**config.mk**
```make
export PLATFORM = sky130hd
export DESIGN_NAME = ccr_config_bank
export DESIGN_NICKNAME = d
export VERILOG_FILES = /design/src/ccr_pkg.sv /design/src/ccr_config_bank.sv
export VERILOG_INCLUDE_DIRS = /design/src
export SDC_FILE = /design/constraint.sdc
export NUM_CORES = 1
export LEC_CHECK = 0
export ABC_AREA = 1
export BUFFER_PORTS_ARGS = -buffer_cell sky130_fd_sc_hd__buf_2
export CELL_PAD_IN_SITES_DETAIL_PLACEMENT = 0
export CELL_PAD_IN_SITES_GLOBAL_PLACEMENT = 1
export CORE_ASPECT_RATIO = 0.5
export CORE_UTILIZATION = 40
export DETAILED_ROUTE_END_ITERATION = 16
export HOLD_SLACK_MARGIN = 0.03
export PLACE_DENSITY = 0.86
export RECOVER_POWER = 100
export SETUP_SLACK_MARGIN = 0.1
export SLEW_MARGIN = 10
export SYNTH_ARGS = -nofsm -noshare
export SYNTH_HDL_FRONTEND = slang
export SYNTH_SLANG_ARGS = --single-unit
```
**constraint.sdc**
```tcl
create_clock -name clock -period 2.3 [get_ports clock]
set_clock_uncertainty 0.05 [all_clocks]
set_input_delay 0.46 -clock clock [delete_from_list [all_inputs] [get_ports clock]]
set_output_delay 0.46 -clock clock [all_outputs]
set_load 0.005 [all_outputs]
```
**src/ccr_defines.svh**
```systemverilog
`ifndef CCR_DEFINES_SVH
`define CCR_DEFINES_SVH
// Behaviour
// - Fast code samples telemetry about every 11ms; slow code may idle to 5s.
// - Always-on bit keeps telemetry running, even on battery power alone.
// - Tracking enable lets the tracker drive the active input droop code.
// - Equalization request starts or queues equalization once absorb ends.
// - Request self-clears on equalization timeout, charging pause or power cycle.
// - Host writing zero to the request cancels pending or running equalization.
// - Input current cap, command 15h, six bits, default 63, read/write.
// - Droop level, command 16h, eight bits, default 31, ignored while tracking.
// - Key 21325 in command 19h arms storage mode below about 1V input.
// - Battery current code, command 1Ah, five bits, default 31.
// - Active current follows battery code unless thermal regulation lowers it.
// - Float voltage code, command 1Bh, six bits, default 21.
// - Active voltage follows float code unless temperature compensation alters it.
// - Signed taper threshold, command 1Ch, default 2184, ends absorb on taper.
// - Temperature compensation enable at 29h bit 1, default one.
// - Pause bit 5 of the configuration register suspends charging.
`define CCR_CMD_CONFIG 8'h14
`define CCR_CMD_IIN_CAP 8'h15
`define CCR_CMD_DROOP 8'h16
`define CCR_CMD_STORE_KEY 8'h19
`define CCR_CMD_BAT_CUR 8'h1A
`define CCR_CMD_FLOAT_V 8'h1B
`define CCR_CMD_TAPER 8'h1C
`define CCR_CMD_TEMP_COMP 8'h29
`define CCR_BIT_PAUSE 5
`define CCR_BIT_MEAS_FAST 3
`define CCR_BIT_MEAS_ON 2
`define CCR_BIT_PPT_EN 1
`define CCR_BIT_EQ_REQ 0
`define CCR_BIT_TC_EN 1
`define CCR_RST_IIN_CAP 6'h3F
`define CCR_RST_DROOP 8'h1F
`define CCR_RST_STORE_KEY 16'h0000
`define CCR_RST_BAT_CUR 5'h1F
`define CCR_RST_FLOAT_V 6'h15
`define CCR_RST_TAPER 16'h0888
`define CCR_RST_TC_EN 1'h1
`define CCR_STORE_KEY 16'h534D
`define CCR_DEV_ADDR 7'h2A
`define CCR_CLK_PERIOD_NS 64'h5
`define CCR_NS_PER_MS 64'hF4240
`define CCR_NS_PER_S 64'h3B9ACA00
`define CCR_FAST_PERIOD_MS 64'hB
`define CCR_SLOW_PERIOD_S 64'h5
`endif

```
**src/ccr_pkg.sv**
```systemverilog
package ccr_pkg;
  typedef enum logic [1:0] {
    CCR_EQ_IDLE = 2'h0,
    CCR_EQ_PEND = 2'h1,
    CCR_EQ_RUN = 2'h3
  } ccr_eq_t;
  typedef enum logic [2:0] {
    CCR_BUS_IDLE = 3'h0,
    CCR_BUS_RX = 3'h1,
    CCR_BUS_ACK = 3'h3,
    CCR_BUS_TX = 3'h2,
    CCR_BUS_MACK = 3'h6
  } ccr_bus_t;
  typedef struct packed {
    logic scl_s1, scl_s2, scl_d, sda_s1, sda_s2, sda_d;
    ccr_bus_t bus;
    logic [3:0] bit_cnt;
    logic [1:0] byte_idx;
    logic [7:0] shift, cmd, wr_lo;
    logic [15:0] tx_word;
    logic rd_sel, hi_phase, nack, sda_oe_n, sda_out;
    logic pause, meas_fast, meas_on, ppt_en, eq_req, tc_en;
    logic [5:0] iin_cap, float_v;
    logic [7:0] droop;
    logic [15:0] store_key, taper;
    logic [4:0] bat_cur;
    ccr_eq_t eq;
    logic [29:0] meas_cnt;
    logic meas_tick, tel_on, storage, taper_hit, eq_active, eq_pending;
    logic [5:0] iin_cap_act, volt_act;
    logic [7:0] droop_act;
    logic [4:0] cur_act;
  } ccr_state_t;
endpackage

```
**src/ccr_config_bank.sv**
```systemverilog
`timescale 1ns/10ps
`include "ccr_defines.svh"
module ccr_config_bank #(
  parameter longint unsigned FAST_CYCLES =
    `CCR_FAST_PERIOD_MS * `CCR_NS_PER_MS / `CCR_CLK_PERIOD_NS,
  parameter longint unsigned SLOW_CYCLES =
    `CCR_SLOW_PERIOD_S * `CCR_NS_PER_S / `CCR_CLK_PERIOD_NS
) (
  // Clock and reset
  input wire logic clock,
  input wire logic resetn,
  // Two-wire serial port
  input wire logic scl_in,
  input wire logic sda_in,
  output logic sda_out,
  output logic sda_oe_n,
  // Charger core status
  input wire logic charging,
  input wire logic input_present,
  input wire logic in_absorb,
  input wire logic absorb_timer_done,
  input wire logic equalize_timer_done,
  input wire logic [15:0] ibat_reading,
  input wire logic thermal_reg_active,
  input wire logic [4:0] thermal_cap_code,
  input wire logic [5:0] temp_comp_code,
  input wire logic [7:0] ppt_droop_code,
  input wire logic vin_below_1v,
  // Active set-points
  output logic [5:0] iin_cap_active,
  output logic [7:0] droop_active,
  output logic [4:0] charge_current_active,
  output logic [5:0] charge_voltage_active,
  // Control and status
  output logic meas_tick,
  output logic telemetry_on,
  output logic meas_fast,
  output logic equalize_active,
  output logic equalize_pending,
  output logic storage_mode,
  output logic charge_paused,
  output logic taper_detect
);
  import ccr_pkg::*;

  localparam logic [29:0] FAST_M1 = 30'(FAST_CYCLES - 64'h1);
  localparam logic [29:0] SLOW_M1 = 30'(SLOW_CYCLES - 64'h1);

  ccr_state_t st;
  ccr_state_t next_st;
  logic scl_rise, scl_fall, bus_start, bus_stop, wr_go, cfg_wr, absorb_end;
  logic [7:0] wr_cmd;
  logic [15:0] wr_data, rd_word;
  logic [29:0] period_m1;

  // Register read decode
  function automatic logic [15:0] reg_read(input ccr_state_t s, input logic [7:0] c);
    reg_read = 16'h0000;
    case (c)
      `CCR_CMD_CONFIG: reg_read = {10'h000, s.pause, 1'h0, s.meas_fast, s.meas_on,
                                   s.ppt_en, s.eq_req};
      `CCR_CMD_IIN_CAP: reg_read = {10'h000, s.iin_cap};
      `CCR_CMD_DROOP: reg_read = {8'h00, s.droop};
      `CCR_CMD_STORE_KEY: reg_read = s.store_key;
      `CCR_CMD_BAT_CUR: reg_read = {11'h000, s.bat_cur};
      `CCR_CMD_FLOAT_V: reg_read = {10'h000, s.float_v};
      `CCR_CMD_TAPER: reg_read = s.taper;
      `CCR_CMD_TEMP_COMP: reg_read = {14'h0000, s.tc_en, 1'h0};
      default: reg_read = 16'h0000;
    endcase
  endfunction

  always_comb begin
    next_st = st;
    next_st.scl_s1 = scl_in;
    next_st.scl_s2 = st.scl_s1;
    next_st.scl_d = st.scl_s2;
    next_st.sda_s1 = sda_in;
    next_st.sda_s2 = st.sda_s1;
    next_st.sda_d = st.sda_s2;
    next_st.sda_out = 1'h0;
    scl_rise = st.scl_s2 & ~st.scl_d;
    scl_fall = ~st.scl_s2 & st.scl_d;
    bus_start = st.scl_s2 & st.scl_d & st.sda_d & ~st.sda_s2;
    bus_stop = st.scl_s2 & st.scl_d & ~st.sda_d & st.sda_s2;
    wr_go = 1'h0;
    wr_cmd = st.cmd;
    wr_data = {st.shift, st.wr_lo};
    rd_word = reg_read(st, st.cmd);

    // Serial slave: word writes and reads, low byte first
    if (bus_start) begin
      next_st.bus = CCR_BUS_RX;
      next_st.bit_cnt = 4'h0;
      next_st.byte_idx = 2'h0;
      next_st.sda_oe_n = 1'h1;
    end else if (bus_stop) begin
      next_st.bus = CCR_BUS_IDLE;
      next_st.sda_oe_n = 1'h1;
    end else begin
      case (st.bus)
        CCR_BUS_RX: begin
          if (scl_rise && st.bit_cnt != 4'h8) begin
            next_st.shift = {st.shift[6:0], st.sda_s2};
            next_st.bit_cnt = st.bit_cnt + 4'h1;
          end else if (scl_fall && st.bit_cnt == 4'h8) begin
            next_st.bus = CCR_BUS_ACK;
            next_st.sda_oe_n = 1'h0;
            case (st.byte_idx)
              2'h0: begin
                next_st.rd_sel = st.shift[0];
                if (st.shift[7:1] != `CCR_DEV_ADDR) begin
                  next_st.bus = CCR_BUS_IDLE;
                  next_st.sda_oe_n = 1'h1;
                end
              end
              2'h1: next_st.cmd = st.shift;
              2'h2: next_st.wr_lo = st.shift;
              default: wr_go = 1'h1;
            endcase
          end
        end
        CCR_BUS_ACK: begin
          if (scl_fall) begin
            next_st.sda_oe_n = 1'h1;
            next_st.bit_cnt = 4'h0;
            if (st.rd_sel && st.byte_idx == 2'h0) begin
              next_st.tx_word = rd_word;
              next_st.shift = rd_word[7:0];
              next_st.sda_oe_n = rd_word[7];
              next_st.hi_phase = 1'h0;
              next_st.bus = CCR_BUS_TX;
            end else if (st.byte_idx == 2'h3) begin
              next_st.bus = CCR_BUS_IDLE;
            end else begin
              next_st.byte_idx = st.byte_idx + 2'h1;
              next_st.bus = CCR_BUS_RX;
            end
          end
        end
        CCR_BUS_TX: begin
          if (scl_fall) begin
            next_st.bit_cnt = st.bit_cnt + 4'h1;
            next_st.shift = {st.shift[6:0], 1'h0};
            next_st.sda_oe_n = st.shift[6];
            if (st.bit_cnt == 4'h7) begin
              next_st.sda_oe_n = 1'h1;
              next_st.bus = CCR_BUS_MACK;
            end
          end
        end
        CCR_BUS_MACK: begin
          if (scl_rise) begin
            next_st.nack = st.sda_s2;
          end else if (scl_fall) begin
            if (!st.nack && !st.hi_phase) begin
              next_st.shift = st.tx_word[15:8];
              next_st.sda_oe_n = st.tx_word[15];
              next_st.bit_cnt = 4'h0;
              next_st.hi_phase = 1'h1;
              next_st.bus = CCR_BUS_TX;
            end else begin
              next_st.bus = CCR_BUS_IDLE;
            end
          end
        end
        default: begin
          next_st.bus = CCR_BUS_IDLE;
          next_st.sda_oe_n = 1'h1;
        end
      endcase
    end

    // Register writes; undocumented bits are dropped
    cfg_wr = wr_go && wr_cmd == `CCR_CMD_CONFIG;
    if (wr_go) begin
      case (wr_cmd)
        `CCR_CMD_CONFIG: begin
          next_st.pause = wr_data[`CCR_BIT_PAUSE];
          next_st.meas_fast = wr_data[`CCR_BIT_MEAS_FAST];
          next_st.meas_on = wr_data[`CCR_BIT_MEAS_ON];
          next_st.ppt_en = wr_data[`CCR_BIT_PPT_EN];
        end
        `CCR_CMD_IIN_CAP: next_st.iin_cap = wr_data[5:0];
        `CCR_CMD_DROOP: next_st.droop = wr_data[7:0];
        `CCR_CMD_STORE_KEY: next_st.store_key = wr_data;
        `CCR_CMD_BAT_CUR: next_st.bat_cur = wr_data[4:0];
        `CCR_CMD_FLOAT_V: next_st.float_v = wr_data[5:0];
        `CCR_CMD_TAPER: next_st.taper = wr_data;
        `CCR_CMD_TEMP_COMP: next_st.tc_en = wr_data[`CCR_BIT_TC_EN];
        default: next_st.cmd = st.cmd;
      endcase
    end

    // Equalization request and phase; a host write wins over a self-clear
    next_st.taper_hit = $signed(ibat_reading) < $signed(st.taper);
    absorb_end = in_absorb && (absorb_timer_done || next_st.taper_hit);
    if ((st.eq == CCR_EQ_RUN && equalize_timer_done) || st.pause) begin
      next_st.eq_req = 1'h0;
    end
    if (cfg_wr) begin
      next_st.eq_req = wr_data[`CCR_BIT_EQ_REQ];
    end
    if (!next_st.eq_req) begin
      next_st.eq = CCR_EQ_IDLE;
    end else begin
      case (st.eq)
        CCR_EQ_IDLE: next_st.eq = absorb_end ? CCR_EQ_RUN : CCR_EQ_PEND;
        CCR_EQ_PEND: next_st.eq = absorb_end ? CCR_EQ_RUN : CCR_EQ_PEND;
        CCR_EQ_RUN: next_st.eq = CCR_EQ_RUN;
        default: next_st.eq = CCR_EQ_IDLE;
      endcase
    end
    next_st.eq_active = next_st.eq == CCR_EQ_RUN;
    next_st.eq_pending = next_st.eq == CCR_EQ_PEND;

    // Storage mode latches once armed and the input is low
    next_st.storage = (st.store_key == `CCR_STORE_KEY) && (st.storage || vin_below_1v);

    // Telemetry sampling tick
    next_st.tel_on = st.meas_on || input_present;
    period_m1 = (st.meas_fast || charging) ? FAST_M1 : SLOW_M1;
    next_st.meas_tick = 1'h0;
    if (!st.tel_on) begin
      next_st.meas_cnt = 30'h0;
    end else if (st.meas_cnt >= period_m1) begin
      next_st.meas_cnt = 30'h0;
      next_st.meas_tick = 1'h1;
    end else begin
      next_st.meas_cnt = st.meas_cnt + 30'h1;
    end

    // Active set-points toward the regulation loops
    next_st.iin_cap_act = st.iin_cap;
    next_st.droop_act = st.ppt_en ? ppt_droop_code : st.droop;
    next_st.cur_act = (thermal_reg_active && thermal_cap_code < st.bat_cur) ?
                      thermal_cap_code : st.bat_cur;
    next_st.volt_act = st.tc_en ? temp_comp_code : st.float_v;
  end

  always_ff @(posedge clock) begin
    if (!resetn) begin
      st <= '0;
      st.scl_s1 <= 1'h1;
      st.scl_s2 <= 1'h1;
      st.scl_d <= 1'h1;
      st.sda_s1 <= 1'h1;
      st.sda_s2 <= 1'h1;
      st.sda_d <= 1'h1;
      st.bus <= CCR_BUS_IDLE;
      st.eq <= CCR_EQ_IDLE;
      st.sda_oe_n <= 1'h1;
      st.nack <= 1'h1;
      st.iin_cap <= `CCR_RST_IIN_CAP;
      st.droop <= `CCR_RST_DROOP;
      st.store_key <= `CCR_RST_STORE_KEY;
      st.bat_cur <= `CCR_RST_BAT_CUR;
      st.float_v <= `CCR_RST_FLOAT_V;
      st.taper <= `CCR_RST_TAPER;
      st.tc_en <= `CCR_RST_TC_EN;
      st.iin_cap_act <= `CCR_RST_IIN_CAP;
      st.droop_act <= `CCR_RST_DROOP;
      st.cur_act <= `CCR_RST_BAT_CUR;
      st.volt_act <= `CCR_RST_FLOAT_V;
    end else begin
      st <= next_st;
    end
  end

  assign sda_out = st.sda_out;
  assign sda_oe_n = st.sda_oe_n;
  assign iin_cap_active = st.iin_cap_act;
  assign droop_active = st.droop_act;
  assign charge_current_active = st.cur_act;
  assign charge_voltage_active = st.volt_act;
  assign meas_tick = st.meas_tick;
  assign telemetry_on = st.tel_on;
  assign meas_fast = st.meas_fast;
  assign equalize_active = st.eq_active;
  assign equalize_pending = st.eq_pending;
  assign storage_mode = st.storage;
  assign charge_paused = st.pause;
  assign taper_detect = st.taper_hit;
endmodule

```
* Word-level counts from Yosys, hierarchy flattened
Cells that the tools add are included.
Operators by class: equal/unequal tests 42, add/sub/neg operators 3, muxes and demuxes 81, bitwise logic cells 18, order comparisons 3, reduce and logical (&&, ||, !) cells 46
Operator list (number):
- one-hot mux 16 bit (8 select lines) | 1
- two-way mux 16 bit | 6
- two-way mux 8 bit | 11
- equality test 8 x 5 -> 1 bit (second input constant) | 7
- two-way mux 49 bit | 1
- two-way mux 35 bit | 1
- two-way mux 1 bit | 33
- inequality test 4 bit (second input constant) | 8
- one-hot mux 8 bit (4 select lines) | 1
- adder 30 x 1 -> 30 bit (second input constant) | 1
- greater-or-equal comparator 30 bit | 1
- two-way mux 30 bit | 1
- two-way mux 7 bit | 4
- inequality test 2 bit (second input constant) | 11
- AND reduction 7 bit | 3
- AND reduction 2 bit | 9
- two-way mux 17 bit | 1
- equality test 16 x 15 -> 1 bit (second input constant) | 1
- less-than comparator 16 bit | 1
- one-hot mux 4 bit (4 select lines) | 1
- AND reduction 8 bit | 2
- two-way mux 3 bit | 5
- two-way mux 2 bit | 7
- one-hot mux 3 bit (4 select lines) | 1
- 33 further kinds | 75
Storage, ports and cells: bits of input ports 46, flip-flop bits (word level) 186, output and inout port bits 35, word-level logic and storage cells 236

* Longest topological paths before layout
Gate-level depths: netlist of the first run.
depth in word-level cells 12, depth in mapped cells 15, mapped depth without buffers 15

* Least setup slack after synthesis of the first run
No wires, ideal clock.
kind in2reg, start in charging, end reg st[48] (netlist bit), cell stages on the path 11, path buffers 1, setup slack 20 ps, data arrival time 2151 ps, setup time 80 ps, data required time 2170 ps, cell sequence nor2_1 > inv_1 > ha_1 > a21oi_1 > o21ai_0 > o21ai_0 > nand2_1 > a21oi_1 > nand4_1 > buf_2 > nor3b_1
Between the ends: longest elaborated chain between the ends 4
Ends and longest elaborated chain:
- from (decl) | RTL line ccr_config_bank.sv:18 | input wire logic charging,
- logical OR 1 bit | RTL line ccr_config_bank.sv:222 | period_m1 = (st.meas_fast || charging) ? FAST_M1 : SLOW_M1;
- two-way mux 30 bit | RTL line ccr_config_bank.sv:222
- greater-or-equal comparator 30 bit | RTL line ccr_config_bank.sv:226 | end else if (st.meas_cnt >= period_m1) begin
- OR reduction 3 bit (no line)
- to (signal assigned) | RTL line ccr_config_bank.sv:266 | st <= next_st;
- to (decl) | RTL line ccr_config_bank.sv:49 | ccr_state_t st;
No other way between the ends. A chain may end at the register's enable or synchronous reset.

* Worst setup path in the final report of the first run
start reg st, in the netlist meas_fast, end reg st[50] (netlist bit)
Between the ends: longest elaborated chain between the ends 4
Ends and longest elaborated chain (RTL line):
- logical OR 1 bit | ccr_config_bank.sv:222
- two-way mux 30 bit | ccr_config_bank.sv:222
- greater-or-equal comparator 30 bit | ccr_config_bank.sv:226
- OR reduction 3 bit (no line)
No other way between the ends.

==> run summary, run 1 <==
• result of the run: complete, no violations
• DRC violation count after routing: 0
• post-synthesis instance area: 8770 µm²
• endpoint of the worst hold path: next_st[181]$_SDFF_PN1_
• clock tree from TritonCTS: yes
• clock-pin slew of the registers on the worst-case setup and hold paths: 70 ps
• final setup TNS: 0 ps
• last weighted congestion value of the routability-driven placer: 0.964
• total number of vias: 7822
• pin count of the biggest net entering global routing: 87
• main flop type after synthesis: sky130_fd_sc_hd__dfxtp_1
• drt total wl: 23300 µm
• IO Port Bufs: 79
• CTS sink cnt: 177
• pre-CTS setup slack: -81.1 ps
• number of distinct standard cells referenced by the synthesized netlist: 51
• Cell Int Power: 4.91 mW
• Synth-to-Final Area Change: 14.3%
• proportion of total power due to net switching: 25.8%
• cts bufs inserted: 17
• count of max-cap constraint violations: 0
• core outline area: 21000 µm²
• final HPWL from detailed placement: 17600 µm
• combinational share of power: 8.0%
• CP Max Fanout: 7
• first-pass GRT wire length: 37600 µm
• Critical Setup Path Class: flop to flop
• die span in y: 107 µm
• average vias per placed instance: 5.09
• Power Dens Cells: 660 nW/µm²
• PnR worst setup slack: 74.0 ps
• reported net switching power: 1.70 mW
• clock period minus worst slack: 2230 ps
• number of enable flip-flop cells after synthesis: 0
• Least-Margin Pin Slew: 1410 ps
• clock latency of the later-clocked register in the worst-skew pair: 430 ps
• Required @ worst endpoint: 2610 ps
• x dimension of the die: 211 µm
• Die ar.: 22600 µm²
• clock power share: 43.9%
• most frequent cells in the layout: sky130_fd_sc_hd__nand2_1 (180), sky130_fd_sc_hd__dfxtp_1 (176), sky130_fd_sc_hd__inv_1 (153), sky130_fd_sc_hd__a21oi_1 (104), sky130_fd_sc_hd__nor2_1 (101)
• count of mapped cells out of synthesis: 1168
• Routed Antenna Nets: 0
• Worst slew margin: 5.85%
• leading cell type in the layout, fill and taps excluded: sky130_fd_sc_hd__nand2_1
• num rows: 37
• yosys warns: 0
• Worst Reg-to-Reg Cells: 11
• Mapped Nets: 1256
• kind of end point of the critical path: flop
• kind of start point of the critical path: flop
• net count of the finished layout: 1319
• Max clock buf depth: 2
• post-synthesis register bit count: 177
• number of slew-limit violations in the final report: 0
• H-tree levels: 4
• Final setup violation count: 0
• number of antenna violations at the first check in global routing: 0
• minimum hold slack: 159 ps
• router iterations before antenna repair: 5
• Global Route Usage Sum: 21.3%
• post-synthesis share of cell area spent on xor and xnor gates: 1.10%
• Initial Util: 41.7%
• average cell area after synthesis: 7.51 µm²
• highest achievable clock rate: 449 MHz
• placed instance count: 1500
• CTS root buf: sky130_fd_sc_hd__clkbuf_16
• proportion of layout cells with a drive suffix above 1: 15.2%
• largest vdd supply drop: 0.000404 V
• largest family of logic cells by synthesized area: simple AND/OR/NAND/NOR gates
• portion of total power attributed to sequential cells: 48.1%
• worst setup path startpoint: meas_fast$_SDFFE_PN0P_
• worst hold path type: input port to flop
• CP Data Arrival Time: 2530 ps
• post-synthesis share of cell area spent on and, or, nand and nor gates: 22.6%
• compound-cell area share of the yosys netlist: 18.5%
• vias in the first global route: 7364
• Synth Area in Adders: 5.99%
• overflow left after global routing: 0
• R2R Path End: st[50]$_SDFF_PP0_
• number of standard cells in the layout, taps in and fillers out: 1536
• cell count of the worst hold path: 2
• FF-to-FF Start: meas_fast$_SDFFE_PN0P_
• number of hold buffers added after CTS: 0
• number of top-level pins: 81
• leakage power figure: 4.13 nW
• final hold viol count: 0
• Async S/R FF share, synth: 0%
• slack of the worst reg-to-reg path: 70 ps
• mean routed wirelength per cell: 15.2 µm
• portion of the clock cycle consumed by the worst path in the final layout: 96.8%
• setup repair after global routing missed its margin: yes
• share of synthesized area occupied by flip-flops and latches: 40.4%
• Layout Utilization: 47.7%
• proportion of synthesized area in mux cells: 0%
• worst hold path startpoint: sda_in
• number of DRC violations after detailed-routing iteration 0: 588
• count of inserted antenna diode cells: 0
## metal layers
metal	global-route usage [%]	routed length (µm)	part of all wire [%]
met3	3.95	1040	4.5
met4	7.45	501	2.1
met1	28.6	11100	48
met5	0	0	0
met2	34.4	10700	46
## power by group through the flow
stage                     logic [mW]  registers, mW  clock network, mW
after floorplan                0.377           3.23                  0
after global placement         0.509           3.25                  0
after detailed placement       0.526           3.25                  0
after CTS                      0.530           3.18               2.94
after global routing           0.599           3.19               3.09
final                          0.529           3.18               2.90
## kinds of logic after synthesis
family,Yosys count
and+or+nand+nor,428
AOI/OAI and AO/OA,280
buffers and inverters,229
DFF,177
adders and majority gates,42
xor gates and xnor gates,11
other,1
## layout make-up
type                    count  area (µm²)
repair inverters            1        7.51
fillers                  2102       11000
multi-input cells         762        4300
inverters                 170         649
repair buffers            102         572
clock inverters            12         121
flip-flops and latches    177        3540
clock buffers              20         467
well taps                 292         365
## flip-flops by register name, summed over array words and instances, names as in the netlist, 5 cells and up
name                   count
charge_voltage_active      6
charge_current_active      5
st                       125
iin_cap_active             6
wr_cmd                     8
droop_active               8
next_st                   10
## synth_stat cells, drive strengths merged, types with 5 or more instances
library cell | instances | area (µm²)
nand4 | 20 | 125
a211oi | 19 | 143
nand3 | 48 | 260
a21oi | 109 | 557
buf | 44 | 303
ha | 42 | 526
o22ai | 11 | 68.8
a22oi | 5 | 37.5
clkbuf | 15 | 56.3
nand2 | 186 | 713
nor2 | 119 | 536
nor3 | 29 | 176
dfxtp | 177 | 3540
o21ai | 90 | 458
o211ai | 30 | 225
xor2 | 8 | 70.1
or2 | 13 | 81.3
o221ai | 5 | 43.8
inv | 168 | 633
## critical path, stage by stage, from the launching register on
cell and delay [ps]:
sky130_fd_sc_hd__dfxtp_2 340, sky130_fd_sc_hd__nor2_4 140, sky130_fd_sc_hd__inv_2 100, sky130_fd_sc_hd__buf_4 160, sky130_fd_sc_hd__ha_1 260, sky130_fd_sc_hd__and3_1 180, sky130_fd_sc_hd__a21oi_1 150, sky130_fd_sc_hd__nand2_1 80
sky130_fd_sc_hd__nand3_1 90, sky130_fd_sc_hd__nand4_1 210, sky130_fd_sc_hd__buf_6 230, sky130_fd_sc_hd__nor3b_2 160
## per-stage QoR
| step | power (mW) | area [µm²] |
|---|---|---|
| 2_1_floorplan | 3.61 | 8780 |
| 3_3_place_gp | 3.76 | 9370 |
| 3_5_place_dp | 3.78 | 9370 |
| 4_1_cts | 6.65 | 9950 |
| 5_1_grt | 6.88 | 10000 |
| 6_report | 6.62 | 10000 |
## timing repair
action,4_1_cts,5_1_grt
setup endpoints to repair,0,52
gates resized for setup,0,26
setup buffers,0,2
## worst max path at each step
stage / endpoint / slack [ps] / depth (start not counted)
6_report: st[50]$_SDFF_PP0_ / 70 / 11
5_1_grt: st[45]$_SDFF_PP0_ / -40 / 10
4_1_cts: st[48]$_SDFF_PP0_ / 140 / 10
3_5_place_dp: st[48]$_SDFF_PP0_ / -80 / 11
3_3_place_gp: st[48]$_SDFF_PP0_ / -30 / 12
2_1_floorplan: st[48]$_SDFF_PP0_ / 170 / 11
No activity file was read; power rests on OpenSTA's default activity.
==> run 2: changes to the inputs <==
--- a/config.mk
+++ b/config.mk
@@ -7,7 +7,7 @@
 export NUM_CORES = 1
 export LEC_CHECK = 0
 export ABC_AREA = 1
-export BUFFER_PORTS_ARGS = -buffer_cell sky130_fd_sc_hd__buf_2
+export BUFFER_PORTS_ARGS = -buffer_cell sky130_fd_sc_hd__buf_4
 export CELL_PAD_IN_SITES_DETAIL_PLACEMENT = 0
 export CELL_PAD_IN_SITES_GLOBAL_PLACEMENT = 1
 export CORE_ASPECT_RATIO = 0.5
==> run 2 against run 1 <==
  * Cell count grew 0.46%
  * Clock-buffer cell count shrank 2
  * Die area is the same
  * Critical path depth grew 4
  * Sequential power is essentially flat
  * Non-clock buffer count grew 9
  * Register-to-register slack lost 30 ps
  * Largest cell class unchanged
==> run summary, run 2 (same netlist as run 1, synthesis figures left out) <==
• placed cell area: 9580 µm², +2.2%
• count of inserted antenna diode cells: 0, unchanged
• final hold viol count: 0, unchanged
• Final Total Pwr: 6.63 mW, +0.15%
• drt total wl: 23700 µm, +1.8%
• net count of the finished layout: 1327, +0.61%
• cell area after layout: 10500 µm², +5.0%
• largest vdd supply drop: 0.000516 V, +28%
• Critical Setup Path Class: flop to flop
• cts bufs inserted: 17, unchanged
• final HPWL from detailed placement: 17400 µm, -1.2%
• total number of vias: 7934, +1.4%
• Routed Antenna Nets: 0, unchanged
• worst hold path type: input port to flop
• Worst slew margin: 64.5%, +59 points
• Power Dens Cells: 629 nW/µm², -4.6%
• mean routed wirelength per cell: 15.4 µm, +1.4%
• portion of the clock cycle consumed by the worst path in the final layout: 98.0%, +1.2 points
• Final setup violation count: 0, unchanged
• Required @ worst endpoint: 2570 ps, -40 ps
• Initial Util: 41.7%, unchanged
• pre-CTS setup slack: -236 ps, -155 ps
• H-tree levels: 4, unchanged
• number of flip-flops in the largest register: 125, unchanged
• last weighted congestion value of the routability-driven placer: 0.955, -0.90%
• minimum hold slack: 162 ps, +2.25 ps
• largest register by flop count: st
• IO Port Bufs: 79, unchanged
• number of slew-limit violations in the final report: 0, unchanged
• first-pass GRT wire length: 38300 µm, +1.7%
• pin count of the biggest net entering global routing: 87, unchanged
• Worst Reg-to-Reg Cells: 15, +4
• Global Route Usage Sum: 21.7%, +0.40 points
• router iterations before antenna repair: 5, unchanged
• number of top-level pins: 81, unchanged
• highest achievable clock rate: 444 MHz, -1.2%
• slack of the worst reg-to-reg path: 50 ps, -30 ps
• leading cell type in the layout, fill and taps excluded: sky130_fd_sc_hd__nand2_1
• CP Max Fanout: 7, unchanged
• overflow left after global routing: 0, unchanged
• Max clock buf depth: 2, unchanged
• kind of start point of the critical path: flop
• CTS root buf: sky130_fd_sc_hd__clkbuf_16
• most frequent cells in the layout: sky130_fd_sc_hd__nand2_1 (177), sky130_fd_sc_hd__dfxtp_1 (176), sky130_fd_sc_hd__inv_1 (151), sky130_fd_sc_hd__buf_4 (98), sky130_fd_sc_hd__nor2_1 (92)
• number of DRC violations after detailed-routing iteration 0: 529, -10%
• kind of end point of the critical path: flop
• clock tree from TritonCTS: yes
• proportion of layout cells with a drive suffix above 1: 19.9%, +4.7 points
• result of the run: complete, no violations
• Least-Margin Pin Slew: 526 ps, -886 ps
• number of antenna violations at the first check in global routing: 0, unchanged
• CP Data Arrival Time: 2520 ps, about the same
• CTS sink cnt: 177, unchanged
• vias in the first global route: 7559, +2.6%
• DRC violation count after routing: 0, unchanged
• count of max-cap constraint violations: 0, unchanged
• Synth-to-Final Area Change: 20.0%
• leakage power figure: 4.32 nW, +4.5%
• num rows: 37, unchanged
• PnR worst setup slack: 46.4 ps, -27.6 ps
• clock period minus worst slack: 2250 ps, +27.6 ps
• cell count of the worst hold path: 2, unchanged
• clock latency of the later-clocked register in the worst-skew pair: 440 ps, about the same
• average vias per placed instance: 5.14, +0.97%
• Die ar.: 22600 µm², unchanged
• setup repair after global routing missed its margin: yes
• die span in y: 107 µm, unchanged
• x dimension of the die: 211 µm, unchanged
• core outline area: 21000 µm², unchanged
• clock-pin slew of the registers on the worst-case setup and hold paths: 70 ps, about the same
run 2: cell type report:
type | count | area (µm²)
Inverter | 170 | 647
Sequential cell | 177 | 3550
Multi-Input combinational cell | 762 | 4440
Clock inverter | 13 | 125
Timing Repair Buffer | 111 | 966
Tap cell | 292 | 365
Fill cell | 2059 | 10500
Clock buffer | 18 | 439
run 2: report_power, final:
part           internal [mW]  total (mW)  switching, mW
clock network           1.54        2.84           1.30
registers               3.12        3.19         0.0618
logic                  0.245       0.601          0.356
total                   4.91        6.63           1.72
run 2: final timing paths:
check                               start                       to
hold reg to reg   next_st[184]$_SDFF_PN1_  next_st[183]$_SDFF_PN1_
setup / recovery   meas_fast$_SDFFE_PN0P_        st[33]$_SDFF_PP0_
hold / removal                     scl_in  next_st[184]$_SDFF_PN1_
setup reg to reg   meas_fast$_SDFFE_PN0P_        st[33]$_SDFF_PP0_
run 2: critical path, stage by stage, from the launching register on:
cell and delay [ps]:
sky130_fd_sc_hd__dfxtp_4 350, sky130_fd_sc_hd__nor2_4 130, sky130_fd_sc_hd__inv_4 70, sky130_fd_sc_hd__buf_6 140
sky130_fd_sc_hd__buf_6 120, sky130_fd_sc_hd__ha_4 240, sky130_fd_sc_hd__inv_2 40, sky130_fd_sc_hd__nor2_4 90
sky130_fd_sc_hd__nand2_2 60, sky130_fd_sc_hd__nor3_2 170, sky130_fd_sc_hd__nand3_1 110, sky130_fd_sc_hd__nand4_1 130
sky130_fd_sc_hd__buf_6 160, sky130_fd_sc_hd__buf_12 140, sky130_fd_sc_hd__buf_8 110, sky130_fd_sc_hd__nor2_2 30
run 2: per-layer routing:
metal,share of wire [%],track usage [%],up-vias
met3,4.5,3.63,45
li1,-,-,4015
met5,0,0,-
met2,47,36.2,183
met4,2.1,7.66,0
met1,46,28.4,3691
run 2: through the flow:
| step | std cells | TNS, ps | util, % |
|---|---|---|---|
| after detailed placement | 1500 | -3710 | 45.6 |
| after CTS | 1542 | 0 | 49.3 |
| after floorplan | 1168 | 0 | - |
| after global placement | 1500 | -594 | 45.6 |
| final | 1543 | 0 | 50.1 |
| after global routing | 1543 | -635 | 50.1 |
run 2: what timing repair did:
action / CTS / global route
endpoints found under the setup margin: 11 / 42
cloned: 3 / 0
buffers inserted: 9 / 2
gates resized for setup: 23 / 41
pin swaps: 9 / 16
hold buffers: 0 / 0
==> run 3: changes to the inputs <==
--- a/config.mk
+++ b/config.mk
@@ -16,7 +16,7 @@
 export HOLD_SLACK_MARGIN = 0.03
 export PLACE_DENSITY = 0.86
 export RECOVER_POWER = 100
-export SETUP_SLACK_MARGIN = 0.1
+export SETUP_SLACK_MARGIN = 0.3
 export SLEW_MARGIN = 10
 export SYNTH_ARGS = -nofsm -noshare
 export SYNTH_HDL_FRONTEND = slang
==> run 3 against run 2 <==
  * Clock power barely moved
  * Critical path depth fell by 4
  * Global-route usage fell by 0.73 points
  * Clock-buffer cell count rose by 4
  * Wire length rose by 1.6%
  * Sequential power barely moved
  * Total power fell by 0.64%
  * Die area did not move
  * Non-clock buffer count rose by 9
  * Cell count rose by 0.65%
  * First-iteration DRC count rose by 4.3%
  * Via count rose by 1.8%
  * Critical endpoint is now st[84]$_SDFFE_PN0P_
  * Largest power group unchanged
==> run summary, run 3 (same netlist as run 1, synthesis figures left out) <==
• result of the run: complete, no violations
• R2R Path End: st[84]$_SDFFE_PN0P_
• Power Dens Cells: 629 nW/µm², about the same
• worst hold path startpoint: sda_in
• number of DRC violations after detailed-routing iteration 0: 552, +4.3%
• setup repair after global routing missed its margin: yes
• slack of the worst reg-to-reg path: 150 ps, +100 ps
• count of inserted antenna diode cells: 0, unchanged
• most frequent cells in the layout: sky130_fd_sc_hd__nand2_1 (176), sky130_fd_sc_hd__dfxtp_1 (173), sky130_fd_sc_hd__inv_1 (151), sky130_fd_sc_hd__a21oi_1 (104), sky130_fd_sc_hd__nor2_1 (97)
• Initial Util: 41.7%, unchanged
• FF-to-FF Start: st[173]$_SDFFE_PP0P_
• clock tree from TritonCTS: yes
• number of hold buffers added after CTS: 0, unchanged
• highest achievable clock rate: 465 MHz, +4.8%
• net count of the finished layout: 1337, +0.75%
• average vias per placed instance: 5.20, +1.2%
• overflow left after global routing: 0, unchanged
• portion of total power attributed to sequential cells: 48.4%, +0.3 points
• kind of start point of the critical path: flop
• x dimension of the die: 211 µm, unchanged
• clock-pin slew of the registers on the worst-case setup and hold paths: 70 ps, about the same
• final hold viol count: 0, unchanged
• final HPWL from detailed placement: 17500 µm, +0.84%
• first-pass GRT wire length: 37400 µm, -2.3%
• H-tree levels: 4, unchanged
• leakage power figure: 4.31 nW, -0.15%
• last weighted congestion value of the routability-driven placer: 0.951, -0.41%
• number of standard cells in the layout, taps in and fillers out: 1553, +0.65%
• leading cell type in the layout, fill and taps excluded: sky130_fd_sc_hd__nand2_1
• combinational share of power: 8.8%, -0.3 points
• clock latency of the later-clocked register in the worst-skew pair: 430 ps, about the same
• Final Total Pwr: 6.58 mW, -0.64%
• reported net switching power: 1.72 mW, +0.15%
• Required @ worst endpoint: 2590 ps, +20 ps
• largest register by flop count: st
• CP Max Fanout: 16, +9
• largest vdd supply drop: 0.000477 V, -7.5%
• router iterations before antenna repair: 5, unchanged
• Die ar.: 22600 µm², unchanged
• die span in y: 107 µm, unchanged
• cell count of the worst hold path: 2, unchanged
• Final setup violation count: 0, unchanged
• clock power share: 42.8%, about the same
• cts bufs inserted: 17, unchanged
• CTS root buf: sky130_fd_sc_hd__clkbuf_16
• CTS sink cnt: 177, unchanged
• number of antenna violations at the first check in global routing: 0, unchanged
• total number of vias: 8079, +1.8%
• Global Route Usage Sum: 21.0%, -0.73 points
• vias in the first global route: 7323, -3.1%
• pin count of the biggest net entering global routing: 87, unchanged
• DRC violation count after routing: 0, unchanged
• kind of end point of the critical path: flop
• number of flip-flops in the largest register: 125, unchanged
• worst hold path type: input port to flop
• IO Port Bufs: 79, unchanged
• CP Data Arrival Time: 2440 ps, -80 ps
• count of max-cap constraint violations: 0, unchanged
• drt total wl: 24100 µm, +1.6%
• Worst Reg-to-Reg Cells: 11, -4
• Worst slew margin: 52.4%, -12 points
• proportion of layout cells with a drive suffix above 1: 18.2%, -1.7 points
• Cell Int Power: 4.86 mW, -0.91%
• clock period minus worst slack: 2150 ps, -103 ps
• mean routed wirelength per cell: 15.5 µm, +0.94%
• num rows: 37, unchanged
• endpoint of the worst hold path: next_st[181]$_SDFF_PN1_
• filler cell count: 2080, +1.0%
• Synth-to-Final Area Change: 19.3%
• Max clock buf depth: 2, unchanged
• Routed Antenna Nets: 0, unchanged
• Critical Setup Path Class: flop to flop
• core outline area: 21000 µm², unchanged
• Least-Margin Pin Slew: 714 ps, +188 ps
• proportion of total power due to net switching: 26.2%, +0.21 points
• portion of the clock cycle consumed by the worst path in the final layout: 93.5%, -4.5 points
• placed instance count: 1497, -0.20%
• number of slew-limit violations in the final report: 0, unchanged
• number of top-level pins: 81, unchanged
run 3: cell count changes in the layout (fill, tap and decap cells not counted), sizes merged:
cell and delta:
clkinv +4, clkbuf +53, bufinv -1, inv -5
clkinvlp -1, buf -40
run 3: power by group through the flow:
stage                     Combinational, mW  Sequential (mW)  Clock [mW]
after floorplan                       0.382             3.23           0
after global placement                0.546             3.25           0
after global routing                  0.647             3.19        2.98
after detailed placement              0.559             3.25           0
final                                 0.579             3.19        2.82
after CTS                             0.562             3.18        2.84
run 3: routing by layer:
layer	part of all wire [%]	global-route usage, %
met5	0	0
met3	4.7	3.31
met4	1.4	6.16
met2	48	35.2
met1	46	27.8
run 3: metrics by stage:
stage	worst slack (ps)	TNS, ps	hold WS (ps)	utilization [%]	instance area, µm²
after floorplan	312	0	343	-	8840
after global placement	33.3	0	344	45.7	9600
after detailed placement	-51.8	-111	351	45.7	9600
after CTS	201	0	154	48.4	10200
after global routing	40.8	0	151	49.8	10500
final	149	0	162	49.8	10500
run 3: timing repair:
item                       4_1_cts  5_1_grt
gates cloned                     0        3
pin swaps                        1       13
setup buffers                    0       22
resized for setup                9       66
setup endpoints to repair       50      119
run 3: cell type report:
cell class / instances / area (µm²) / area share, %
Multi-Input combinational cell: 762 / 4420 / 42.2
Sequential cell: 177 / 3550 / 33.9
Timing Repair Buffer: 120 / 917 / 8.76
Inverter: 170 / 659 / 6.30
Clock buffer: 22 / 484 / 4.63
Tap cell: 292 / 365 / 3.49
Clock inverter: 9 / 73.8 / 0.705
Timing Repair inverter: 1 / 5.00 / 0.0478
run 3: how the worst max path moves through the flow:
stage	start	slack [ps]	cells past startpoint	end
floorplan	charging	310	12	st[48]$_SDFF_PP0_
global placement	charging	30	13	st[50]$_SDFF_PP0_
detailed placement	charging	-50	12	st[48]$_SDFF_PP0_
CTS	meas_fast$_SDFFE_PN0P_	200	11	st[48]$_SDFF_PP0_
global route	st[173]$_SDFFE_PP0P_	40	11	st[96]$_SDFFE_PN0P_
finish	st[173]$_SDFFE_PP0P_	150	11	st[84]$_SDFFE_PN0P_
run 3: critical path: stages, from the launching register on:
cell and delay, ps:
sky130_fd_sc_hd__dfxtp_1 330, sky130_fd_sc_hd__inv_2 80, sky130_fd_sc_hd__ha_4 140, sky130_fd_sc_hd__nand3_4 90, sky130_fd_sc_hd__nor2_4 160, sky130_fd_sc_hd__nand2_1 110, sky130_fd_sc_hd__nor2_4 140, sky130_fd_sc_hd__inv_1 250
sky130_fd_sc_hd__nor2_4 200, sky130_fd_sc_hd__clkbuf_4 280, sky130_fd_sc_hd__nor2_1 60, sky130_fd_sc_hd__a211oi_1 180
